$ cat config.mk
export PLATFORM = sky130hd
export DESIGN_NAME = fnd_top
export DESIGN_NICKNAME = d
export VERILOG_FILES = /design/src/common/fnd_pkg.sv /design/src/fnd_sdm.sv /design/src/fnd_top.sv
export SDC_FILE = /design/constraint.sdc
export NUM_CORES = 1
export LEC_CHECK = 0
export BUFFER_PORTS_ARGS = -buffer_cell sky130_fd_sc_hd__clkbuf_2
export CORE_MARGIN = 2
export CORE_UTILIZATION = 45
export CTS_CLUSTER_DIAMETER = 30
export DETAILED_ROUTE_END_ITERATION = 6
export SLEW_MARGIN = 5
export SYNTH_ARGS = -nofsm -noshare
export SYNTH_HDL_FRONTEND = slang
export SYNTH_SLANG_ARGS = --single-unit
$ cat constraint.sdc
create_clock -name sys_clk -period 3.8 [get_ports sys_clk]
set_input_delay 0.57 -clock sys_clk [delete_from_list [all_inputs] [get_ports sys_clk]]
set_output_delay 0.57 -clock sys_clk [all_outputs]
set_load 0.005 [all_outputs]
$ cat src/common/fnd_pkg.sv
// Shared constants and types for the fractional-N feedback divider
package fnd_pkg;
  localparam int unsigned INT_W = 16;
  localparam int unsigned FRAC_W = 16;
  localparam int unsigned REFDIV_W = 10;
  localparam int unsigned BSDIV_W = 12;
  localparam logic [2:0] ADDR_W0 = 3'h0;
  localparam logic [2:0] ADDR_W1 = 3'h1;
  localparam logic [2:0] ADDR_W2 = 3'h2;
  localparam logic [2:0] ADDR_W4 = 3'h4;
  localparam logic [2:0] ADDR_W6 = 3'h6;
  localparam logic [2:0] ADDR_W7 = 3'h7;
  localparam int unsigned INT_LSB = 15;
  localparam int unsigned FRAC_LSB = 3;
  localparam int unsigned EXT_NUM_LSB = 0;
  localparam int unsigned MODULUS_EXTENSION_BITS_LSB = 4;
  localparam int unsigned EXT16_BIT = 8;
  localparam int unsigned DITHER_BIT = 9;
  localparam int unsigned REFDIV_LSB = 14;
  localparam int unsigned REFHALF_BIT = 24;
  localparam int unsigned DOUBLER_BIT = 25;
  localparam int unsigned LDW_LOW_BIT = 7;
  localparam int unsigned BSDIV_LSB = 12;
  localparam int unsigned PRI_EN_BIT = 5;
  localparam int unsigned AUX_EN_BIT = 6;
  localparam int unsigned BSEXT_LSB = 3;
  localparam int unsigned LDW_EXTL_BIT = 26;
  localparam int unsigned LDW_EXTH_BIT = 27;
  localparam logic [31:0] RST_W0 = 32'h0032_0000;
  localparam logic [31:0] RST_W1 = 32'h0000_0010;
  localparam logic [31:0] RST_W2 = 32'h0000_4000;
  localparam logic [31:0] RST_W4 = 32'h0001_0020;
  localparam logic [31:0] RST_WZ = 32'h0000_0000;
  localparam logic [20:0] LFSR_SEED = 21'h1ACE5;
  localparam int unsigned CAL_STEPS = 3;
  // Lock window in tenths of a ns per code
  localparam logic [6:0] LDW_TAB [0:7] = '{7'h64, 7'h3C, 7'h1E, 7'h1E,
                                          7'h28, 7'h2D, 7'h0F, 7'h0F};
  typedef enum logic [1:0] {
    CAL_IDLE = 2'b00,
    CAL_RUN = 2'b01,
    CAL_DONE = 2'b11
  } fnd_cal_t;
endpackage

$ cat src/fnd_sdm.sv
// First-order sigma-delta modulator with optional LFSR dither
`timescale 1ns/100ps
`default_nettype none
module fnd_sdm (
  // Clock and reset
  input wire logic sys_clk,
  input wire logic rst_n,
  input wire logic clk_en,
  // Control
  input wire logic step,
  input wire logic restart,
  input wire logic dither_en,
  input wire logic [15:0] numer,
  input wire logic [15:0] fraction_modulus,
  // Result
  output logic carry_r
);
  logic [16:0] acc_r, acc_nxt;
  logic [20:0] lfsr_r, lfsr_nxt;
  logic carry_nxt;
  logic [16:0] sum;

  always_comb begin
    acc_nxt = acc_r;
    lfsr_nxt = lfsr_r;
    carry_nxt = carry_r;
    // Dither adds one LSB on odd LFSR states; it averages out
    sum = acc_r + {1'b0, numer} + {16'h0000, dither_en & lfsr_r[0]};
    if (restart) begin
      acc_nxt = 17'h00000;
      lfsr_nxt = fnd_pkg::LFSR_SEED;
      carry_nxt = 1'b0;
    end else if (step) begin
      lfsr_nxt = {lfsr_r[19:0], lfsr_r[20] ^ lfsr_r[18]};
      if (sum >= {1'b0, fraction_modulus}) begin
        acc_nxt = sum - {1'b0, fraction_modulus};
        carry_nxt = 1'b1;
      end else begin
        acc_nxt = sum;
        carry_nxt = 1'b0;
      end
    end
  end

  always_ff @(posedge sys_clk) begin
    if (!rst_n) begin
      acc_r <= 17'h00000;
      lfsr_r <= fnd_pkg::LFSR_SEED;
      carry_r <= 1'b0;
    end else if (clk_en) begin
      acc_r <= acc_nxt;
      lfsr_r <= lfsr_nxt;
      carry_r <= carry_nxt;
    end
  end

  a_acc_bound: assert property (@(posedge sys_clk) disable iff (!rst_n)
    (fraction_modulus > 16'h0001 && numer < fraction_modulus && !dither_en)
    |=> acc_r < {1'b0, $past(fraction_modulus)})
    else $error("accumulator above modulus");
endmodule
`default_nettype wire

$ cat src/fnd_top.sv
// Fractional-N feedback divider, reference path and calibration control
`timescale 1ns/100ps
`default_nettype none
module fnd_top (
  // Clock and reset
  input wire logic sys_clk,
  input wire logic rst_n,
  input wire logic clk_en,
  // Register port
  input wire logic [2:0] reg_addr,
  input wire logic [31:0] reg_wdata,
  input wire logic reg_wr,
  input wire logic reg_rd,
  output logic [31:0] reg_rdata,
  // Link pins; ref_in and vco_fb sampled on sys_clk, ref_dbl_edge unused
  input wire logic ref_in,
  input wire logic vco_fb,
  input wire logic ref_dbl_edge,
  // Results
  output logic ref_pulse,
  output logic fb_pulse,
  output logic band_clk,
  output logic [1:0] vco_band,
  output logic cal_busy,
  output logic [6:0] lock_window,
  output logic primary_rf_output,
  output logic auxiliary_rf_output
);
  logic [31:0] w0_r, w1_r, w2_r, w4_r, w6_r, w7_r;
  logic [31:0] w0_nxt, w1_nxt, w2_nxt, w4_nxt, w6_nxt, w7_nxt;
  logic [31:0] rdata_nxt;
  logic ref_q_r, fb_q_r;
  logic ref_rise, fb_rise, ref_ev;
  logic [9:0] rcnt_r, rcnt_nxt;
  logic rhalf_r, rhalf_nxt;
  logic ref_pulse_nxt;
  logic [16:0] ncnt_r, ncnt_nxt;
  logic fb_pulse_nxt;
  logic [11:0] bcnt_r, bcnt_nxt;
  logic band_clk_nxt;
  fnd_pkg::fnd_cal_t cal_r, cal_nxt;
  logic [1:0] band_r, band_nxt;
  logic [1:0] cstep_r, cstep_nxt;
  logic carry;
  logic [15:0] int_val, numer, fraction_modulus;
  logic [9:0] refdiv;
  logic [11:0] bsdiv;
  logic dither_en, ext16, w0_wr;
  logic [2:0] ldw_code;

  // Fields join a 12-bit base with 4 extension bits from another word when 16-bit mode is on
  function automatic logic [15:0] ext_field(input logic [11:0] base,
                                            input logic [3:0] ext,
                                            input logic wide);
    ext_field = wide ? {ext, base} : {4'h0, base};
  endfunction

  function automatic logic [9:0] at_least_one(input logic [9:0] v);
    at_least_one = (v == 10'h000) ? 10'h001 : v;
  endfunction

  assign int_val = w0_r[fnd_pkg::INT_LSB +: 16];
  assign ext16 = w7_r[fnd_pkg::EXT16_BIT];
  assign numer = ext_field(w0_r[fnd_pkg::FRAC_LSB +: 12],
    w7_r[fnd_pkg::EXT_NUM_LSB +: 4], ext16);
  assign fraction_modulus = ext_field(w1_r[fnd_pkg::FRAC_LSB +: 12],
    w7_r[fnd_pkg::MODULUS_EXTENSION_BITS_LSB +: 4], ext16);
  assign dither_en = w7_r[fnd_pkg::DITHER_BIT];
  assign refdiv = at_least_one(w2_r[fnd_pkg::REFDIV_LSB +: 10]);
  assign bsdiv = {w6_r[fnd_pkg::BSEXT_LSB +: 4],
    w4_r[fnd_pkg::BSDIV_LSB +: 8]};
  assign ldw_code = {w6_r[fnd_pkg::LDW_EXTH_BIT],
    w6_r[fnd_pkg::LDW_EXTL_BIT], w2_r[fnd_pkg::LDW_LOW_BIT]};
  assign lock_window = fnd_pkg::LDW_TAB[ldw_code];
  assign primary_rf_output = w4_r[fnd_pkg::PRI_EN_BIT];
  assign auxiliary_rf_output = w4_r[fnd_pkg::AUX_EN_BIT];
  assign w0_wr = reg_wr && reg_addr == fnd_pkg::ADDR_W0;
  assign vco_band = band_r;
  assign cal_busy = cal_r != fnd_pkg::CAL_DONE;

  // Register port
  always_comb begin
    w0_nxt = w0_r;
    w1_nxt = w1_r;
    w2_nxt = w2_r;
    w4_nxt = w4_r;
    w6_nxt = w6_r;
    w7_nxt = w7_r;
    if (reg_wr) begin
      case (reg_addr)
        fnd_pkg::ADDR_W0: w0_nxt = reg_wdata;
        fnd_pkg::ADDR_W1: w1_nxt = reg_wdata;
        fnd_pkg::ADDR_W2: w2_nxt = reg_wdata;
        fnd_pkg::ADDR_W4: w4_nxt = reg_wdata;
        fnd_pkg::ADDR_W6: w6_nxt = reg_wdata;
        fnd_pkg::ADDR_W7: w7_nxt = reg_wdata;
        default: w0_nxt = w0_r;
      endcase
    end
    rdata_nxt = 32'h0000_0000;
    if (reg_rd) begin
      case (reg_addr)
        fnd_pkg::ADDR_W0: rdata_nxt = w0_r;
        fnd_pkg::ADDR_W1: rdata_nxt = w1_r;
        fnd_pkg::ADDR_W2: rdata_nxt = w2_r;
        // Word 3 reports calibration state instead of unused space
        3'h3: rdata_nxt = {28'h0000000, cal_busy, 1'b0, band_r};
        fnd_pkg::ADDR_W4: rdata_nxt = w4_r;
        fnd_pkg::ADDR_W6: rdata_nxt = w6_r;
        fnd_pkg::ADDR_W7: rdata_nxt = w7_r;
        default: rdata_nxt = 32'h0000_0000;
      endcase
    end
  end

  always_ff @(posedge sys_clk) begin
    if (!rst_n) begin
      w0_r <= fnd_pkg::RST_W0;
      w1_r <= fnd_pkg::RST_W1;
      w2_r <= fnd_pkg::RST_W2;
      w4_r <= fnd_pkg::RST_W4;
      w6_r <= fnd_pkg::RST_WZ;
      w7_r <= fnd_pkg::RST_WZ;
      reg_rdata <= 32'h0000_0000;
    end else if (clk_en) begin
      w0_r <= w0_nxt;
      w1_r <= w1_nxt;
      w2_r <= w2_nxt;
      w4_r <= w4_nxt;
      w6_r <= w6_nxt;
      w7_r <= w7_nxt;
      reg_rdata <= rdata_nxt;
    end
  end

  // Reference path; doubler counts both edges of the reference
  assign ref_rise = ref_in && !ref_q_r;
  assign fb_rise = vco_fb && !fb_q_r;
  assign ref_ev = w2_r[fnd_pkg::DOUBLER_BIT] ? (ref_in != ref_q_r)
                                             : ref_rise;
  always_comb begin
    rcnt_nxt = rcnt_r;
    rhalf_nxt = rhalf_r;
    ref_pulse_nxt = 1'b0;
    if (ref_ev) begin
      if (rcnt_r >= refdiv - 10'h001) begin
        rcnt_nxt = 10'h000;
        // Halving swallows every other terminal count
        rhalf_nxt = w2_r[fnd_pkg::REFHALF_BIT] ? !rhalf_r : 1'b0;
        ref_pulse_nxt = !w2_r[fnd_pkg::REFHALF_BIT] || rhalf_r;
      end else begin
        rcnt_nxt = rcnt_r + 10'h001;
      end
    end
  end

  // Feedback counter; modulator carry stretches one period by one count
  always_comb begin
    ncnt_nxt = ncnt_r;
    fb_pulse_nxt = 1'b0;
    if (fb_rise) begin
      if (ncnt_r >= {1'b0, int_val} + {16'h0000, carry} - 17'h00001) begin
        ncnt_nxt = 17'h00000;
        fb_pulse_nxt = 1'b1;
      end else begin
        ncnt_nxt = ncnt_r + 17'h00001;
      end
    end
  end

  // Band-select clock divides the comparison rate
  always_comb begin
    bcnt_nxt = bcnt_r;
    // One-cycle tick; holding it high would step calibration every cycle
    band_clk_nxt = 1'b0;
    if (ref_pulse) begin
      if (bcnt_r >= bsdiv - 12'h001) begin
        bcnt_nxt = 12'h000;
        band_clk_nxt = 1'b1;
      end else begin
        bcnt_nxt = bcnt_r + 12'h001;
        band_clk_nxt = 1'b0;
      end
    end
  end

  // Calibration walks the three bands, one per band clock tick
  always_comb begin
    cal_nxt = cal_r;
    band_nxt = band_r;
    cstep_nxt = cstep_r;
    if (w0_wr) begin
      cal_nxt = fnd_pkg::CAL_RUN;
      band_nxt = 2'b00;
      cstep_nxt = 2'b00;
    end else begin
      case (cal_r)
        fnd_pkg::CAL_IDLE: cal_nxt = fnd_pkg::CAL_RUN;
        fnd_pkg::CAL_RUN: begin
          if (band_clk) begin
            band_nxt = cstep_r;
            cstep_nxt = cstep_r + 2'b01;
            if (cstep_r == 2'(fnd_pkg::CAL_STEPS - 1)) begin
              cal_nxt = fnd_pkg::CAL_DONE;
            end
          end
        end
        fnd_pkg::CAL_DONE: cal_nxt = fnd_pkg::CAL_DONE;
        default: cal_nxt = fnd_pkg::CAL_IDLE;
      endcase
    end
  end

  always_ff @(posedge sys_clk) begin
    if (!rst_n) begin
      ref_q_r <= 1'b0;
      fb_q_r <= 1'b0;
      rcnt_r <= 10'h000;
      rhalf_r <= 1'b0;
      ref_pulse <= 1'b0;
      ncnt_r <= 17'h00000;
      fb_pulse <= 1'b0;
      bcnt_r <= 12'h000;
      band_clk <= 1'b0;
      cal_r <= fnd_pkg::CAL_IDLE;
      band_r <= 2'b00;
      cstep_r <= 2'b00;
    end else if (clk_en) begin
      ref_q_r <= ref_in;
      fb_q_r <= vco_fb;
      rcnt_r <= rcnt_nxt;
      rhalf_r <= rhalf_nxt;
      ref_pulse <= ref_pulse_nxt;
      ncnt_r <= ncnt_nxt;
      fb_pulse <= fb_pulse_nxt;
      bcnt_r <= bcnt_nxt;
      band_clk <= band_clk_nxt;
      cal_r <= cal_nxt;
      band_r <= band_nxt;
      cstep_r <= cstep_nxt;
    end
  end

  // Modulator steps once per feedback period
  fnd_sdm u_sdm (
    .sys_clk(sys_clk),
    .rst_n(rst_n),
    .clk_en(clk_en),
    .step(fb_pulse_nxt),
    .restart(w0_wr),
    .dither_en(dither_en),
    .numer(numer),
    .fraction_modulus(fraction_modulus),
    .carry_r(carry)
  );

  a_int_only: assert property (@(posedge sys_clk) disable iff (!rst_n)
    numer == 16'h0000 && !dither_en && !$past(w0_wr) |-> !carry)
    else $error("carry with zero numerator");
  a_cal_restart: assert property (@(posedge sys_clk) disable iff (!rst_n)
    clk_en && w0_wr |=> cal_r == fnd_pkg::CAL_RUN)
    else $error("word 0 write did not restart calibration");
  a_window_code: assert property (@(posedge sys_clk) disable iff (!rst_n)
    ldw_code == 3'b000 |-> lock_window == 7'h64)
    else $error("lock window code 0 wrong");
  a_fb_pulse_one: assert property (@(posedge sys_clk) disable iff (!rst_n)
    fb_pulse |=> !fb_pulse)
    else $error("feedback pulse longer than one cycle");
  a_read_data: assert property (@(posedge sys_clk) disable iff (!rst_n)
    clk_en && reg_rd && reg_addr == fnd_pkg::ADDR_W1 && !reg_wr
    |=> reg_rdata == $past(w1_r))
    else $error("word 1 readback wrong");
  a_out_enable: assert property (@(posedge sys_clk) disable iff (!rst_n)
    clk_en && reg_wr && reg_addr == fnd_pkg::ADDR_W4
    |=> primary_rf_output == $past(reg_wdata[fnd_pkg::PRI_EN_BIT]))
    else $error("primary enable not taken");
  a_band_range: assert property (@(posedge sys_clk) disable iff (!rst_n)
    band_r != 2'b11)
    else $error("band outside three");
  a_no_half_pulse: assert property (@(posedge sys_clk) disable iff (!rst_n)
    ref_pulse |=> !ref_pulse)
    else $error("comparison pulse too long");
  c_cal_done: cover property (@(posedge sys_clk) cal_r == fnd_pkg::CAL_DONE);
  c_carry: cover property (@(posedge sys_clk) fb_pulse && carry);
  c_band_clk: cover property (@(posedge sys_clk) band_clk);
endmodule
`default_nettype wire

Word level (Yosys, flattened, before mapping)
Memories as Yosys holds them, arrays and structs flattened.
Index checks and enable logic that the tools add are counted.

storage, ports and cells
  flip-flop bits (word level) = 314
  memory bits (read-only) = 56
  output and inout bits = 47
  logic and storage cells = 118
  memories = 1

memories
  memory           words  bits a word  read ports  clocked after memory_dff  write ports  line           text
  (no name shown)  8      7            1           0                         0            fnd_top.sv:74  assign lock_window = fnd_pkg::LDW_TAB[ldw_code];

cells by class
  add/subtract/negate cells = 11
  magnitude comparators = 5
  equal/unequal tests = 13
  multiplexer cells = 36
  bitwise logic cells = 3
  reductions and logical operators = 27

operators by type and width
  operator                                                              number
  32-bit one-hot mux with 7 select lines                                1
  17-bit 2-to-1 mux                                                     4
  21-bit 2-to-1 mux                                                     2
  16-bit 2-to-1 mux                                                     2
  32-bit 2-to-1 mux                                                     1
  3-bit AND reduction                                                   9
  10-bit 2-to-1 mux                                                     2
  2-bit 2-to-1 mux                                                      9
  16-bit by 1-bit adder with 17-bit output                              1
  17-bit by 1-bit adder with 17-bit output                              1
  17-bit by 1-bit adder with 17-bit output, second input constant       1
  17-bit by 16-bit adder with 17-bit output                             1
  17-bit by 16-bit greater-or-equal comparator with 1-bit output        1
  17-bit greater-or-equal comparator                                    1
  17-bit by 1-bit subtractor with 17-bit output, second input constant  1
  17-bit by 16-bit subtractor with 17-bit output                        1
  7-bit 2-to-1 mux                                                      2
  12-bit by 1-bit adder with 12-bit output, second input constant       1
  12-bit greater-or-equal comparator                                    1
  12-bit 2-to-1 mux                                                     1
  12-bit by 1-bit subtractor with 12-bit output, second input constant  1
  1-bit 2-to-1 mux                                                      11
  10-bit by 1-bit adder with 10-bit output, second input constant       1
  10-bit greater-or-equal comparator                                    1
  23 further kinds                                                      38

Depth between registers and ports, before layout
Gate-level depths: netlist of the first run.

  depth in word-level cells = 7
  depth in mapped cells = 18

By module
From an unflattened synthesis of the first run, not the netlist that was laid out.

second synthesis, totals
  cells, all modules = 2012
  area, all modules = 15793.9 sq um

modules (own cells, without submodules)
  module   instances  cells each  area an instance (sq um)  sequential area each (sq um)
  fnd_top  1          1597        12540.8                   5505.3
  fnd_sdm  1          415         3253.1                    780.7

Least setup slack after synthesis of the first run
OpenSTA, ideal clock, no wires.

  kind = register to register
  start point = register w0_r[3]
  end point = register u_sdm.acc_r[13]
  setup time = 0.127 ns
  arrival time = 3.806 ns
  data required time = 3.673 ns
  slack = -0.133 ns
  cell stages (with the launch flop) = 19
  buffers on the path = 1
  clock period less this slack = 3.933 ns
  path through = dfxtp_1 inv_1 fa_1 inv_1 fa_1 a211oi_1 o21a_2 or2_2 a311oi_1 xor2_1 ha_1 nor2_1 nor2_1 o311a_1 or2_1 a221o_1 buf_6 mux2i_1 o21ai_1

between the ends
  cells in the longest elaborated chain, start to end = 7
  elaborated cells between the ends (all ways) = 8
  classes of those cells = add/sub: 3; order compare: 1; mux: 4

ends and longest elaborated chain
  item                                                                                                                                     line                          text
  start, declared                                                                                                                          fnd_top.sv:29                 logic [31:0] w0_r, w1_r, w2_r, w4_r, w6_r, w7_r;
  start signal, assigned                                                                                                                   fnd_top.sv:118                w0_r <= fnd_pkg::RST_W0;
  start signal, assigned                                                                                                                   fnd_top.sv:126                w0_r <= w0_nxt;
  16-bit 2-to-1 mux (*)                                                                                                                    fnd_top.sv:55                 ext_field = wide ? {ext, base} : {4'h0, base};
  17-bit by 16-bit adder with 17-bit output (*)                                                                                            fnd_sdm.sv:28                 sum = acc_r + {1'b0, numer} + {16'h0000, dither_en & lfsr_r[0]};
  17-bit by 1-bit adder with 17-bit output (*)                                                                                             fnd_sdm.sv:28
  17-bit by 16-bit subtractor with 17-bit output / 17-bit by 16-bit greater-or-equal comparator with 1-bit output (equally long branches)  fnd_sdm.sv:36, fnd_sdm.sv:35
  17-bit 2-to-1 mux (*)                                                                                                                    fnd_sdm.sv:35                 if (sum >= {1'b0, fraction_modulus}) begin
  17-bit 2-to-1 mux (*)                                                                                                                    fnd_sdm.sv:33                 end else if (step) begin
  17-bit 2-to-1 mux (*)                                                                                                                    fnd_sdm.sv:29                 if (restart) begin
  end signal, assigned                                                                                                                     fnd_sdm.sv:51                 acc_r <= acc_nxt;
  end, declared                                                                                                                            fnd_sdm.sv:18                 logic [16:0] acc_r, acc_nxt;

Mark *: on every way between the ends. The rest lies on a longest branch, timed or not. The select of a mux whose other input is x is not followed.
A chain may end at the register's enable or synchronous reset.

Worst setup path in the final report of the first run
  start point = register u_sdm.acc_r[0]
  end point = register u_sdm.acc_r[16]

between the ends
  cells in the longest elaborated chain, start to end = 6
  elaborated cells between the ends (all ways) = 7
  classes of those cells = add/sub: 3; order compare: 1; mux: 3

ends and longest elaborated chain
  item                                                                                                                                     line
  17-bit by 16-bit adder with 17-bit output (*)                                                                                            fnd_sdm.sv:28
  17-bit by 1-bit adder with 17-bit output (*)                                                                                             fnd_sdm.sv:28
  17-bit by 16-bit subtractor with 17-bit output / 17-bit by 16-bit greater-or-equal comparator with 1-bit output (equally long branches)  fnd_sdm.sv:36, fnd_sdm.sv:35
  17-bit 2-to-1 mux (*)                                                                                                                    fnd_sdm.sv:35
  17-bit 2-to-1 mux (*)                                                                                                                    fnd_sdm.sv:33
  17-bit 2-to-1 mux (*)                                                                                                                    fnd_sdm.sv:29

Marks and branches as above.

==> results_tabular.tex, run 1 <==
\begin{tabular}{lr}
\hline
Metric & Value \\
\hline
\multicolumn{2}{l}{\textbf{Yosys}} \\
Fraction of synthesis flops using an asynchronous set or reset pin & 0 \\
Mapped Area & 0.0156 mm2 \\
Distinct cells, synth & 72 \\
Prevailing post-synth register cell & sky130\_fd\_sc\_hd\_\_dfxtp\_1 \\
Count of flip-flops with a built-in enable after synthesis & 0 \\
Number of instances in the synthesized netlist & 1986 \\
Register bit count reported by yosys & 314 \\
Sequential-to-total area share from yosys stat & 0.403 \\
Yosys warns & 0 \\
Post-synthesis net count & 2111 \\
Biggest area consumer among synthesized cells & sky130\_fd\_sc\_hd\_\_dfxtp\_1 \\
Fraction of post-synthesis cell area in the top cell type by area & 0.403 \\
Syn avg cell area & 7.86 um2 \\
Top cells by area in the synthesized netlist & sky130\_fd\_sc\_hd\_\_dfxtp\_1 (40\%), sky130\_fd\_sc\_hd\_\_nand2\_1 (11\%), sky130\_fd\_sc\_hd\_\_a21oi\_1 (8.3\%) \\
\multicolumn{2}{l}{\textbf{Power and ir drop}} \\
Fraction of power spent switching nets & 0.230 \\
Pwr per Cell Area & 521 mW/mm2 \\
Peak supply drop & 0.000371 V \\
Pleak & 7.67 nW \\
Net switching power figure & 2.39 mW \\
Fraction of power consumed by sequential logic & 0.324 \\
Relative contribution of combinational cells to total power & 0.052 \\
Clock network fraction of design power & 0.623 \\
Internal Pwr Total & 8.00 mW \\
\multicolumn{2}{l}{\textbf{Drt}} \\
Detail Route Antenna Nets & 0 \\
Ratio of routed vias to standard cells & 5.68 \\
Final routed wire length divided by cell count & 19.2 um \\
Post-route DRC violation count & 0 \\
Vias & 15200 \\
Routed Wire Length & 51200 um \\
Initial DRC Count & 1304 \\
Total iterations of the first detailed-routing run & 5 \\
\multicolumn{2}{l}{\textbf{Die}} \\
Effective utilization at floorplan & 0.454 \\
Number of top-level pins & 90 \\
Die height & 190 um \\
Core Footprint & 0.0344 mm2 \\
DIE WIDTH & 190 um \\
Die area & 0.0362 mm2 \\
Rows & 68 \\
\multicolumn{2}{l}{\textbf{CTS}} \\
Master cell of the clock root buffer & sky130\_fd\_sc\_hd\_\_clkbuf\_16 \\
Clock insertion delay at the later pin of the skew report & 0.58 ns \\
Clock edge transition at the registers on the reported setup and hold paths & 0.04 ns \\
Clock buffer depth & 3 \\
Number of hold buffers added after cts & 0 \\
Sink Count & 314 \\
Number of buffers added by the clock tree synthesis step & 73 \\
Max H-tree Level & 3 \\
TritonCTS clock tree & built \\
\multicolumn{2}{l}{\textbf{Cells and area}} \\
Final layout net count & 2281 \\
Commonest non-fill, non-tap cell in the layout & sky130\_fd\_sc\_hd\_\_nand2\_1 \\
Area grow syn2layout & 27.8\% \\
Layout cell share with drive strength beyond 1 & 0.182 \\
Most used cells in the layout excluding fill and tap cells & sky130\_fd\_sc\_hd\_\_nand2\_1 (465), sky130\_fd\_sc\_hd\_\_dfxtp\_1 (310), sky130\_fd\_sc\_hd\_\_a21oi\_1 (256), sky130\_fd\_sc\_hd\_\_buf\_4 (125), sky130\_fd\_sc\_hd\_\_nor2\_1 (121) \\
Post-layout instance area & 0.0200 mm2 \\
\multicolumn{2}{l}{\textbf{STA}} \\
Unrepaired setup endpoints after global routing & yes \\
Max-slew violation count & 0 \\
Final WS setup & -0.141 ns \\
Final-report setup violation count & 17 \\
Clock Skew & 0.0235 ns \\
Worst slack on hold paths & 0.252 ns \\
Slew at the pin with the worst max-slew slack & 0.837 ns \\
Minimum period implied by the final worst setup slack & 3.94 ns \\
Period utilization & 1.04 \\
Tightest slew margin relative to the limit & 0.440 \\
Hold Vio Cnt, Final & 0 \\
Max Freq & 0.254 GHz \\
\multicolumn{2}{l}{\textbf{Setup path}} \\
Minimum setup slack among reg-to-reg paths & -0.14 ns \\
Worst Path Max Fanout & 4 \\
Category of the worst setup path launch point & flip-flop \\
CP Launch Point & u\_sdm.acc\_r[0] \\
Class of the most critical setup path & flip-flop to flip-flop \\
Type of destination of the critical path & flip-flop \\
Launching point of the worst reg2reg path & u\_sdm.acc\_r[0] \\
Worst endpoint required time & 4.24 ns \\
Arrival time at the worst endpoint & 4.38 ns \\
\multicolumn{2}{l}{\textbf{Outcome}} \\
Outcome & finished with violations \\
Violations in the final reports & setup timing \\
\multicolumn{2}{l}{\textbf{Global route}} \\
Pin count of the biggest net entering global routing & 157 \\
Number of antenna violations at the first check in global routing & 2 \\
Total gr overflow & 0 \\
Vias in the first global route & 14400 \\
Global-route wire length before repair & 79600 um \\
Overall fraction of global-route tracks in use & 0.280 \\
\multicolumn{2}{l}{\textbf{Placement}} \\
Routability congestion estimate from global placement & 0.898 \\
Placement Cell Area & 0.0171 mm2 \\
Port Buffers & 88 \\
Post-DP HPWL & 33500 um \\
Placement-stage worst setup slack & -0.259 ns \\
\multicolumn{2}{l}{\textbf{Flow run}} \\
Max-cap check violation count & 0 \\
\multicolumn{2}{l}{\textbf{Min path}} \\
Startpoint of the lowest-slack hold path & vco\_fb \\
Class of the tightest hold or removal check & input port to flip-flop \\
\hline
\end{tabular}
[final timing paths]
| kind | end | cells after the start |
|---|---|---|
| worst max-delay path | u_sdm.acc_r[16] | 18 |
| worst min-delay path | fb_q_r | 3 |
| worst max register to register | u_sdm.acc_r[16] | 18 |
| worst min register to register | w4_r[21] | 2 |
[registers in the layout, indices dropped and copies added, names as in the netlist, 10 cells and up]
register / count
w4_r: 32
w6_r: 32
reg_rdata: 32
w7_r: 32
bcnt_r: 12
rcnt_r: 10
w2_r: 32
w1_r: 32
u_sdm.acc_r: 17
w0_r: 32
u_sdm.lfsr_r: 21
ncnt_r: 17
[Yosys cell counts, types with 21 or more instances]
| master | instances |
|---|---|
| sky130_fd_sc_hd__nand2_1 | 467 |
| sky130_fd_sc_hd__nor2_1 | 127 |
| sky130_fd_sc_hd__nor3_1 | 28 |
| sky130_fd_sc_hd__o21ai_0 | 30 |
| sky130_fd_sc_hd__a31oi_1 | 37 |
| sky130_fd_sc_hd__inv_1 | 44 |
| sky130_fd_sc_hd__ha_1 | 79 |
| sky130_fd_sc_hd__a211oi_1 | 21 |
| sky130_fd_sc_hd__xnor2_1 | 38 |
| sky130_fd_sc_hd__a21oi_1 | 258 |
| sky130_fd_sc_hd__dfxtp_1 | 314 |
| sky130_fd_sc_hd__a22oi_1 | 106 |
| sky130_fd_sc_hd__nand3_1 | 45 |
| sky130_fd_sc_hd__xor2_1 | 50 |
| sky130_fd_sc_hd__clkbuf_1 | 120 |
[metrics by stage]
stage	cells	power (mW)	TNS [ns]	utilization
finish	2670	10.4	-1.71	0.581
global route	2669	10.7	-4.50	0.580
CTS	2660	10.4	-1.27	0.575
detailed placement	2524	3.94	-3.58	0.499
global placement	2524	3.93	-1.72	0.499
floorplan	1986	3.72	0	-
[metal layers]
layer	track usage	part of all wire
met3	0.0493	0.073
met2	0.439	0.45
met4	0.0966	0.019
met5	0	0
met1	0.389	0.46
[critical path, cell delays in order (launching register included)]
cell,delay [ns]
sky130_fd_sc_hd__dfxtp_2,0.33
sky130_fd_sc_hd__inv_2,0.04
sky130_fd_sc_hd__fa_2,0.41
sky130_fd_sc_hd__inv_2,0.07
sky130_fd_sc_hd__fa_2,0.21
sky130_fd_sc_hd__a211oi_2,0.07
sky130_fd_sc_hd__o21a_2,0.23
sky130_fd_sc_hd__or2_4,0.25
sky130_fd_sc_hd__a311oi_4,0.29
sky130_fd_sc_hd__xor2_2,0.22
sky130_fd_sc_hd__ha_1,0.28
sky130_fd_sc_hd__nor2_2,0.13
sky130_fd_sc_hd__nor2_2,0.07
sky130_fd_sc_hd__o311a_1,0.14
sky130_fd_sc_hd__or2_4,0.27
sky130_fd_sc_hd__a221o_1,0.37
sky130_fd_sc_hd__buf_6,0.17
sky130_fd_sc_hd__a211oi_2,0.16
sky130_fd_sc_hd__a211oi_1,0.09
[power groups by stage]
stage | logic [mW] | clock network [mW] | registers (mW)
6_report | 0.545 | 6.48 | 3.37
5_1_grt | 0.586 | 6.72 | 3.37
4_1_cts | 0.519 | 6.54 | 3.37
3_5_place_dp | 0.511 | 0 | 3.43
3_3_place_gp | 0.506 | 0 | 3.43
2_1_floorplan | 0.303 | 0 | 3.42
[final cells by class]
cell class	count	area, um2
antenna	2	5.00
clock inverter	37	493
fill	3155	14400
inverter	44	173
sequential	314	6290
tap	455	569
multi-input combinational	1500	8820
clock buffer	95	2080
timing repair buffer	223	1520
[cells by family after synthesis]
kind of cell / count (synthesis) / share of synthesized area
muxes: 16 / 0.0103
xor gates and xnor gates: 88 / 0.0494
adders and majority gates: 82 / 0.0672
buffers and inverters: 172 / 0.0424
DFF: 314 / 0.403
AOI/OAI and AO/OA: 543 / 0.217
and+or+nand+nor: 771 / 0.212
[timing repair]
action / in CTS / in global routing
buffers inserted: 4 / 8
setup endpoints to repair: 18 / 50
pin swaps: 10 / 13
gates resized for setup: 7 / 26
(Power assumes the default switching activity.)
==> inputs of run 2 (changes only) <==
--- a/config.mk
+++ b/config.mk
@@ -5,6 +5,7 @@
 export SDC_FILE = /design/constraint.sdc
 export NUM_CORES = 1
 export LEC_CHECK = 0
+export ABC_AREA = 1
 export BUFFER_PORTS_ARGS = -buffer_cell sky130_fd_sc_hd__clkbuf_2
 export CORE_MARGIN = 2
 export CORE_UTILIZATION = 45
==> run 2 against run 1 <==
Against the previous run: the flow now finishes without violations; clock power rose by 9.6%; clock skew is 0.017 ns higher; cell area rose by 2.9%; worst hold slack better by 0.019 ns; die area rose by 4.1%; final cell count is 9.9% higher; first-iteration DRC count is 23% higher; routed wire length is 6.0% higher; largest cell class unchanged; combinational power grew 27%; utilization decreased by 0.35 points.
==> results_tabular.tex, run 2 <==
\begin{tabular}{lr}
\hline
Metric & Value \\
\hline
\multicolumn{2}{l}{\textbf{Yosys}} \\
Synth Area in Adders & 0.0644 (was 0.0672) \\
Compound-cell area share of the yosys netlist & 0.183 (was 0.217) \\
Prevailing post-synth register cell & sky130\_fd\_sc\_hd\_\_dfxtp\_1 (unchanged) \\
Simple-gate area share of the yosys netlist & 0.251 (was 0.212) \\
Register bit count reported by yosys & 314 (unchanged) \\
Post-synthesis net count & 2415 (was 2111) \\
Yosys warns & 0 (unchanged) \\
Distinct cells, synth & 47 (was 72) \\
Post-synthesis xor/xnor area fraction & 0.0339 (was 0.0494) \\
Count of flip-flops with a built-in enable after synthesis & 0 (unchanged) \\
Syn avg cell area & 7.11 um2 (was 7.86 um2) \\
Leading post-synthesis cells by instance count & sky130\_fd\_sc\_hd\_\_nand2\_1 (434), sky130\_fd\_sc\_hd\_\_nor2\_1 (321), sky130\_fd\_sc\_hd\_\_dfxtp\_1 (314) (was sky130\_fd\_sc\_hd\_\_nand2\_1 (467), sky130\_fd\_sc\_hd\_\_dfxtp\_1 (314), sky130\_fd\_sc\_hd\_\_a21oi\_1 (258)) \\
Largest family of logic cells by synthesized area & simple AND/OR/NAND/NOR gates (was compound AO/OA/AOI/OAI gates) \\
Number of instances in the synthesized netlist & 2290 (was 1986) \\
Biggest area consumer among synthesized cells & sky130\_fd\_sc\_hd\_\_dfxtp\_1 (unchanged) \\
Multiplexer share of the synthesized area & 0 (was 0.0103) \\
Most frequent cell after synthesis & sky130\_fd\_sc\_hd\_\_nand2\_1 (unchanged) \\
Fraction of synthesis flops using an asynchronous set or reset pin & 0 (unchanged) \\
Fraction of post-synthesis cell area in the top cell type by area & 0.386 (was 0.403) \\
Top cells by area in the synthesized netlist & sky130\_fd\_sc\_hd\_\_dfxtp\_1 (39\%), sky130\_fd\_sc\_hd\_\_nand2\_1 (10\%), sky130\_fd\_sc\_hd\_\_o21ai\_0 (7.6\%) (was sky130\_fd\_sc\_hd\_\_dfxtp\_1 (40\%), sky130\_fd\_sc\_hd\_\_nand2\_1 (11\%), sky130\_fd\_sc\_hd\_\_a21oi\_1 (8.3\%)) \\
Sequential-to-total area share from yosys stat & 0.386 (was 0.403) \\
Mapped Area & 0.0163 mm2 (was 0.0156 mm2) \\
\multicolumn{2}{l}{\textbf{Setup path}} \\
Crit path largest cell delay & 0.41 ns (about the same) \\
Launching point of the worst reg2reg path & w0\_r[3] (was u\_sdm.acc\_r[0]) \\
Type of destination of the critical path & flip-flop (unchanged) \\
Class of the most critical setup path & flip-flop to flip-flop (unchanged) \\
Category of the worst setup path launch point & flip-flop (unchanged) \\
Cells along the critical path & inv\_1, fa\_1, inv\_2, fa\_2, buf\_4, nand2\_1, nand3\_1, xnor2\_2, inv\_1, ha\_1, nand2\_1, inv\_1, a21oi\_1, nand2\_2, nand2\_1, nand2\_1, nand2\_2, nand3\_4, buf\_12, nand2\_1, nand3\_1, a21oi\_2 (was inv\_2, fa\_2, inv\_2, fa\_2, a211oi\_2, o21a\_2, or2\_4, a311oi\_4, xor2\_2, ha\_1, nor2\_2, nor2\_2, o311a\_1, or2\_4, a221o\_1, buf\_6, a211oi\_2, a211oi\_1) \\
Cell depth of the worst flop-to-flop path & 22 (was 18) \\
Worst endpoint required time & 4.33 ns (was 4.24 ns) \\
Endpoint of the worst register-to-register path & u\_sdm.acc\_r[0] (was u\_sdm.acc\_r[16]) \\
Minimum setup slack among reg-to-reg paths & 0.21 ns (was -0.14 ns) \\
Cell seen most often among critical-path stages & sky130\_fd\_sc\_hd\_\_nand2\_1 \\
Levels on crit path & 22 (was 18) \\
Cell family with most CP delay & adder cells (was compound AO/OA/AOI/OAI gates) \\
Master of the slowest instance on the critical path & sky130\_fd\_sc\_hd\_\_fa\_2 (unchanged) \\
Arrival time at the worst endpoint & 4.12 ns (was 4.38 ns) \\
Worst Path Max Fanout & 9 (was 4) \\
Buffers \& Inverters on Critical Path & 6 (was 3) \\
\multicolumn{2}{l}{\textbf{STA}} \\
Clock Skew & 0.0402 ns (was 0.0235 ns) \\
Worst slack on hold paths & 0.271 ns (was 0.252 ns) \\
Minimum period implied by the final worst setup slack & 3.59 ns (was 3.94 ns) \\
Period utilization & 0.944 (was 1.04) \\
Max Freq & 0.279 GHz (was 0.254 GHz) \\
Final-report setup violation count & 0 (was 17) \\
Max-slew violation count & 0 (unchanged) \\
Hold Vio Cnt, Final & 0 (unchanged) \\
Tightest slew margin relative to the limit & 0.245 (was 0.440) \\
Slew at the pin with the worst max-slew slack & 1.13 ns (was 0.837 ns) \\
Final WS setup & 0.211 ns (was -0.141 ns) \\
\multicolumn{2}{l}{\textbf{Outcome}} \\
Outcome & finished, final reports clean (was finished with violations) \\
\multicolumn{2}{l}{\textbf{Drt}} \\
Vias & 16000 (was 15200) \\
Total iterations of the first detailed-routing run & 6 (was 5) \\
Routed Wire Length & 54300 um (was 51200 um) \\
Final routed wire length divided by cell count & 18.5 um (was 19.2 um) \\
Initial DRC Count & 1609 (was 1304) \\
Ratio of routed vias to standard cells & 5.46 (was 5.68) \\
Detail Route Antenna Nets & 0 (unchanged) \\
Post-route DRC violation count & 0 (unchanged) \\
\multicolumn{2}{l}{\textbf{Global route}} \\
Total gr overflow & 0 (unchanged) \\
Vias in the first global route & 15000 (was 14400) \\
Number of antenna violations at the first check in global routing & 0 (was 2) \\
Global-route wire length before repair & 83500 um (was 79600 um) \\
Overall fraction of global-route tracks in use & 0.279 (was 0.280) \\
Pin count of the biggest net entering global routing & 124 (was 157) \\
\multicolumn{2}{l}{\textbf{Min path}} \\
Sink of the worst hold path & w0\_r[20] (was fb\_q\_r) \\
Class of the tightest hold or removal check & input port to flip-flop (unchanged) \\
Startpoint of the lowest-slack hold path & reg\_wdata[20] (was vco\_fb) \\
Worst hold path stage count & 3 (unchanged) \\
\multicolumn{2}{l}{\textbf{Power and ir drop}} \\
Pleak & 9.09 nW (was 7.67 nW) \\
Fraction of power consumed by sequential logic & 0.304 (was 0.324) \\
Net switching power figure & 2.67 mW (was 2.39 mW) \\
Pwr per Cell Area & 546 mW/mm2 (was 521 mW/mm2) \\
Fraction of power spent switching nets & 0.238 (was 0.230) \\
Internal Pwr Total & 8.53 mW (was 8.00 mW) \\
Clock network fraction of design power & 0.634 (was 0.623) \\
Peak supply drop & 0.000350 V (was 0.000371 V) \\
Relative contribution of combinational cells to total power & 0.062 (was 0.052) \\
\multicolumn{2}{l}{\textbf{Die}} \\
Die area & 0.0377 mm2 (was 0.0362 mm2) \\
Number of top-level pins & 90 (unchanged) \\
Rows & 69 (was 68) \\
Effective utilization at floorplan & 0.457 (was 0.454) \\
Core Footprint & 0.0356 mm2 (was 0.0344 mm2) \\
DIE WIDTH & 194 um (was 190 um) \\
Die height & 194 um (was 190 um) \\
\multicolumn{2}{l}{\textbf{Cells and area}} \\
Commonest non-fill, non-tap cell in the layout & sky130\_fd\_sc\_hd\_\_nand2\_1 (unchanged) \\
Area of the multi-input gates & 0.00882 mm2 (about the same) \\
Final layout net count & 2538 (was 2281) \\
Final design utilization & 0.577 (was 0.581) \\
Area grow syn2layout & 26.1\% (was 27.8\%) \\
Area taken by flip-flops and latches & 0.00629 mm2 (about the same) \\
Layout cell share with drive strength beyond 1 & 0.151 (was 0.182) \\
Layout filler cell count & 3355 (was 3155) \\
Number of antenna diodes & 0 (was 2) \\
Most used cells in the layout excluding fill and tap cells & sky130\_fd\_sc\_hd\_\_nand2\_1 (430), sky130\_fd\_sc\_hd\_\_nor2\_1 (318), sky130\_fd\_sc\_hd\_\_dfxtp\_1 (313), sky130\_fd\_sc\_hd\_\_o21ai\_0 (247), sky130\_fd\_sc\_hd\_\_inv\_1 (216) (was sky130\_fd\_sc\_hd\_\_nand2\_1 (465), sky130\_fd\_sc\_hd\_\_dfxtp\_1 (310), sky130\_fd\_sc\_hd\_\_a21oi\_1 (256), sky130\_fd\_sc\_hd\_\_buf\_4 (125), sky130\_fd\_sc\_hd\_\_nor2\_1 (121)) \\
\multicolumn{2}{l}{\textbf{CTS}} \\
Number of buffers added by the clock tree synthesis step & 78 (was 73) \\
Max H-tree Level & 3 (unchanged) \\
Clock buffer depth & 3 (unchanged) \\
Master cell of the clock root buffer & sky130\_fd\_sc\_hd\_\_clkbuf\_16 (unchanged) \\
Clock insertion delay at the later pin of the skew report & 0.61 ns (was 0.58 ns) \\
Number of hold buffers added after cts & 0 (unchanged) \\
TritonCTS clock tree & built (unchanged) \\
Clock edge transition at the registers on the reported setup and hold paths & 0.04 ns (about the same) \\
Sink Count & 314 (unchanged) \\
\multicolumn{2}{l}{\textbf{Flow run}} \\
Max-cap check violation count & 0 (unchanged) \\
\multicolumn{2}{l}{\textbf{Placement}} \\
Placement-stage worst setup slack & 0.140 ns (was -0.259 ns) \\
Port Buffers & 88 (unchanged) \\
Post-DP HPWL & 36900 um (was 33500 um) \\
Routability congestion estimate from global placement & 0.927 (was 0.898) \\
\hline
\end{tabular}
## run 2: area by class of cell
type / count / share of cell area
Clock buffer: 105 / 0.108
Timing Repair Buffer: 154 / 0.0548
Clock inverter: 35 / 0.0311
Multi-Input combinational cell: 1637 / 0.430
Tap cell: 461 / 0.0281
Sequential cell: 314 / 0.306
Inverter: 228 / 0.0418
## run 2: routing by layer
layer	routed length (um)	vias up	share of wire	global-route usage
met5	0	-	0	0
met4	882	0	0.016	0.0777
met3	4710	70	0.087	0.0525
met2	23700	629	0.44	0.421
met1	24900	7476	0.46	0.404
li1	-	7848	-	-
## run 2: stage by stage
| step | area, um2 | TNS, ns | power [mW] | cells |
|---|---|---|---|---|
| after floorplan | 16300 | 0 | 3.87 | 2290 |
| after global placement | 17400 | 0 | 4.12 | 2784 |
| after detailed placement | 17400 | 0 | 4.13 | 2784 |
| after CTS | 20200 | 0 | 11.2 | 2924 |
| after global routing | 20500 | -0.0501 | 11.5 | 2934 |
| final | 20500 | 0 | 11.2 | 2934 |
## run 2: power by group through the flow
| stage | logic [mW] | registers, mW | clock network, mW |
|---|---|---|---|
| 6_report | 0.694 | 3.41 | 7.10 |
| 5_1_grt | 0.762 | 3.41 | 7.36 |
| 4_1_cts | 0.677 | 3.40 | 7.17 |
| 3_5_place_dp | 0.673 | 3.46 | 0 |
| 3_3_place_gp | 0.664 | 3.46 | 0 |
| 2_1_floorplan | 0.418 | 3.45 | 0 |
## run 2: cells by family after synthesis
family / Yosys count
compound gates: 539
xor+xnor: 63
fa+ha+maj: 82
buf+inv: 339
flops: 314
simple gates: 953
## run 2: tightest hold or removal path, stage by stage
cell and delay (ns):
sky130_fd_sc_hd__clkbuf_2 0.15, sky130_fd_sc_hd__nand2_1 0.07, sky130_fd_sc_hd__nand3_1 0.07
## run 2: worst max-delay path by stage
| stage | from | end |
|---|---|---|
| global route | w0_r[17] | u_sdm.acc_r[3] |
| detailed placement | w0_r[15] | u_sdm.acc_r[4] |
| finish | w0_r[3] | u_sdm.acc_r[0] |
| floorplan | w0_r[15] | u_sdm.lfsr_r[11] |
| CTS | w7_r[9] | u_sdm.acc_r[4] |
| global placement | w0_r[15] | u_sdm.acc_r[8] |
## run 2: timing repair
| item | CTS | global route |
|---|---|---|
| hold endpoints to repair | 0 | 0 |
| setup endpoints to repair | 0 | 55 |
| setup buffers | 0 | 5 |
| resized for setup | 0 | 31 |
==> inputs of run 3 (changes only) <==
--- a/config.mk
+++ b/config.mk
@@ -6,7 +6,7 @@
 export NUM_CORES = 1
 export LEC_CHECK = 0
 export ABC_AREA = 1
-export BUFFER_PORTS_ARGS = -buffer_cell sky130_fd_sc_hd__clkbuf_2
+export BUFFER_PORTS_ARGS = -buffer_cell sky130_fd_sc_hd__buf_2
 export CORE_MARGIN = 2
 export CORE_UTILIZATION = 45
 export CTS_CLUSTER_DIAMETER = 30
==> run 3 against run 2 <==
Against the previous run: register-to-register slack gained 0.03 ns; critical path depth grew 1; fmax grew 0.92%; die area is the same; sequential share of layout area grew 0.51 points; worst setup slack gained 0.033 ns; non-clock buffer count grew 1; routed wire length shrank 2.3%; final cell count shrank 0.34%; via count shrank 1.0%; sequential power is essentially flat; sequential cell count is the same; critical endpoint is now u_sdm.acc_r[12]; largest power group unchanged.
==> results_tabular.tex, run 3 (synthesized netlist as in run 2, its figures left out) <==
\begin{tabular}{lr}
\hline
Metric & Value \\
\hline
\multicolumn{2}{l}{\textbf{Outcome}} \\
Outcome & finished, final reports clean (unchanged) \\
\multicolumn{2}{l}{\textbf{Die}} \\
Die height & 194 um (unchanged) \\
DIE WIDTH & 194 um (unchanged) \\
Core Footprint & 0.0356 mm2 (unchanged) \\
Effective utilization at floorplan & 0.457 (unchanged) \\
Die area & 0.0377 mm2 (unchanged) \\
Number of top-level pins & 90 (unchanged) \\
Rows & 69 (unchanged) \\
\multicolumn{2}{l}{\textbf{Min path}} \\
Class of the tightest hold or removal check & input port to flip-flop (unchanged) \\
\multicolumn{2}{l}{\textbf{Cells and area}} \\
Layout cell share with drive strength beyond 1 & 0.147 (was 0.151) \\
Post-layout instance area & 0.0202 mm2 (was 0.0205 mm2) \\
Most used cells in the layout excluding fill and tap cells & sky130\_fd\_sc\_hd\_\_nand2\_1 (429), sky130\_fd\_sc\_hd\_\_nor2\_1 (318), sky130\_fd\_sc\_hd\_\_dfxtp\_1 (312), sky130\_fd\_sc\_hd\_\_o21ai\_0 (247), sky130\_fd\_sc\_hd\_\_inv\_1 (216) (was sky130\_fd\_sc\_hd\_\_nand2\_1 (430), sky130\_fd\_sc\_hd\_\_nor2\_1 (318), sky130\_fd\_sc\_hd\_\_dfxtp\_1 (313), sky130\_fd\_sc\_hd\_\_o21ai\_0 (247), sky130\_fd\_sc\_hd\_\_inv\_1 (216)) \\
Area grow syn2layout & 24.1\% (was 26.1\%) \\
Area taken by flip-flops and latches & 0.00629 mm2 (about the same) \\
Commonest non-fill, non-tap cell in the layout & sky130\_fd\_sc\_hd\_\_nand2\_1 (unchanged) \\
Final layout net count & 2532 (was 2538) \\
Layout filler cell count & 3367 (was 3355) \\
Area of the multi-input gates & 0.00880 mm2 (was 0.00882 mm2) \\
Number of antenna diodes & 0 (unchanged) \\
\multicolumn{2}{l}{\textbf{Setup path}} \\
Worst endpoint required time & 4.30 ns (was 4.33 ns) \\
Arrival time at the worst endpoint & 4.05 ns (was 4.12 ns) \\
Worst Path Max Fanout & 5 (was 9) \\
Category of the worst setup path launch point & flip-flop (unchanged) \\
Class of the most critical setup path & flip-flop to flip-flop (unchanged) \\
Type of destination of the critical path & flip-flop (unchanged) \\
\multicolumn{2}{l}{\textbf{Drt}} \\
Detail Route Antenna Nets & 0 (unchanged) \\
Total iterations of the first detailed-routing run & 5 (was 6) \\
Routed Wire Length & 53000 um (was 54300 um) \\
Met3 wire length & 4020 um (was 4710 um) \\
Final routed wire length divided by cell count & 18.1 um (was 18.5 um) \\
Ratio of routed vias to standard cells & 5.42 (was 5.46) \\
Vias & 15900 (was 16000) \\
Initial DRC Count & 1423 (was 1609) \\
Max Used Layer & met4 (unchanged) \\
Post-Route M1 WL & 24700 um (was 24900 um) \\
Met2 layer wire length in the routed design & 23000 um (was 23700 um) \\
Post-route DRC violation count & 0 (unchanged) \\
\multicolumn{2}{l}{\textbf{Global route}} \\
Total gr overflow & 0 (unchanged) \\
Pin count of the biggest net entering global routing & 207 (was 124) \\
Number of antenna violations at the first check in global routing & 1 (was 0) \\
Global-route wire length before repair & 81400 um (was 83500 um) \\
Overall fraction of global-route tracks in use & 0.272 (was 0.279) \\
Vias in the first global route & 14800 (was 15000) \\
\multicolumn{2}{l}{\textbf{STA}} \\
Final-report setup violation count & 0 (unchanged) \\
Clock Skew & 0.0245 ns (was 0.0402 ns) \\
Max Freq & 0.281 GHz (was 0.279 GHz) \\
Unrepaired setup endpoints after global routing & yes \\
Hold Vio Cnt, Final & 0 (unchanged) \\
Slew at the pin with the worst max-slew slack & 0.984 ns (was 1.13 ns) \\
Worst slack on hold paths & 0.297 ns (was 0.271 ns) \\
Minimum period implied by the final worst setup slack & 3.56 ns (was 3.59 ns) \\
Max-slew violation count & 0 (unchanged) \\
Period utilization & 0.936 (was 0.944) \\
Tightest slew margin relative to the limit & 0.344 (was 0.245) \\
\multicolumn{2}{l}{\textbf{Placement}} \\
Port Buffers & 88 (unchanged) \\
Routability congestion estimate from global placement & 0.913 (was 0.927) \\
Post-DP HPWL & 36200 um (was 36900 um) \\
Placement Cell Area & 0.0173 mm2 (was 0.0174 mm2) \\
\multicolumn{2}{l}{\textbf{Power and ir drop}} \\
Pleak & 8.95 nW (was 9.09 nW) \\
Pwr per Cell Area & 521 mW/mm2 (was 546 mW/mm2) \\
Peak supply drop & 0.000506 V (was 0.000350 V) \\
\multicolumn{2}{l}{\textbf{CTS}} \\
Clock buffer depth & 3 (unchanged) \\
Clock insertion delay at the later pin of the skew report & 0.58 ns (was 0.61 ns) \\
Master cell of the clock root buffer & sky130\_fd\_sc\_hd\_\_clkbuf\_16 (unchanged) \\
Max H-tree Level & 3 (unchanged) \\
Number of buffers added by the clock tree synthesis step & 71 (was 78) \\
Sink Count & 314 (unchanged) \\
TritonCTS clock tree & built (unchanged) \\
Clock edge transition at the registers on the reported setup and hold paths & 0.04 ns (about the same) \\
\multicolumn{2}{l}{\textbf{Flow run}} \\
Max-cap check violation count & 0 (unchanged) \\
\hline
\end{tabular}
run 3: worst paths after layout:
check / depth (start not counted) / slack [ns] / start / endpoint
min: 3 / 0.30 / reg_wdata[20] / w0_r[20]
min reg2reg: 2 / 0.45 / w4_r[0] / w4_r[0]
max reg2reg: 23 / 0.24 / w7_r[9] / u_sdm.acc_r[12]
max: 23 / 0.24 / w7_r[9] / u_sdm.acc_r[12]
run 3: worst max-delay path: stages (launching register included):
cell and delay (ns):
sky130_fd_sc_hd__dfxtp_2 0.37, sky130_fd_sc_hd__nand2_1 0.09, sky130_fd_sc_hd__fa_1 0.41, sky130_fd_sc_hd__inv_2 0.10, sky130_fd_sc_hd__fa_2 0.24, sky130_fd_sc_hd__nand3_1 0.10
sky130_fd_sc_hd__nand3_2 0.13, sky130_fd_sc_hd__nand3_1 0.10, sky130_fd_sc_hd__nand3_1 0.08, sky130_fd_sc_hd__nand2_1 0.05, sky130_fd_sc_hd__nand2_1 0.12, sky130_fd_sc_hd__inv_1 0.09
sky130_fd_sc_hd__ha_1 0.34, sky130_fd_sc_hd__buf_4 0.17, sky130_fd_sc_hd__nand2_2 0.10, sky130_fd_sc_hd__nor2_1 0.06, sky130_fd_sc_hd__a21oi_2 0.16, sky130_fd_sc_hd__nand2_1 0.08
sky130_fd_sc_hd__nand2_2 0.11, sky130_fd_sc_hd__nand3_4 0.11, sky130_fd_sc_hd__buf_12 0.16, sky130_fd_sc_hd__nand2_1 0.08, sky130_fd_sc_hd__nand3_2 0.10, sky130_fd_sc_hd__a21oi_1 0.14
run 3: power by group:
group	switching [mW]	internal, mW
sequential	0.0412	3.36
combinational	0.456	0.226
clock	1.99	4.44
run 3: per-stage QoR:
step	setup TNS, ns	util	worst slack (ns)	cells	power (mW)
CTS	0	0.559	0.0394	2912	10.6
global placement	0	0.488	0.127	2783	4.11
finish	0	0.568	0.244	2924	10.5
detailed placement	0	0.488	0.0597	2783	4.12
floorplan	0	-	0.629	2290	3.87
global route	-0.0758	0.568	-0.0135	2924	10.8
run 3: timing repair:
item / CTS / global route
setup endpoints to repair: 0 / 44
resized for setup: 0 / 38
hold buffers: 0 / 0
buffers inserted: 0 / 6
run 3: cell type report:
type / count / area share
clock buffers: 91 / 0.0962
clock inverters: 38 / 0.0291
inverters: 228 / 0.0426
multi-input cells: 1637 / 0.436
flip-flops and latches: 314 / 0.311
well taps: 461 / 0.0286
repair buffers: 155 / 0.0559
run 3: routing by layer:
layer / track usage / up-vias
met2: 0.410 / 549
met1: 0.389 / 7389
met4: 0.0895 / 0
met5: 0 / -
li1: - / 7829
met3: 0.0513 / 88
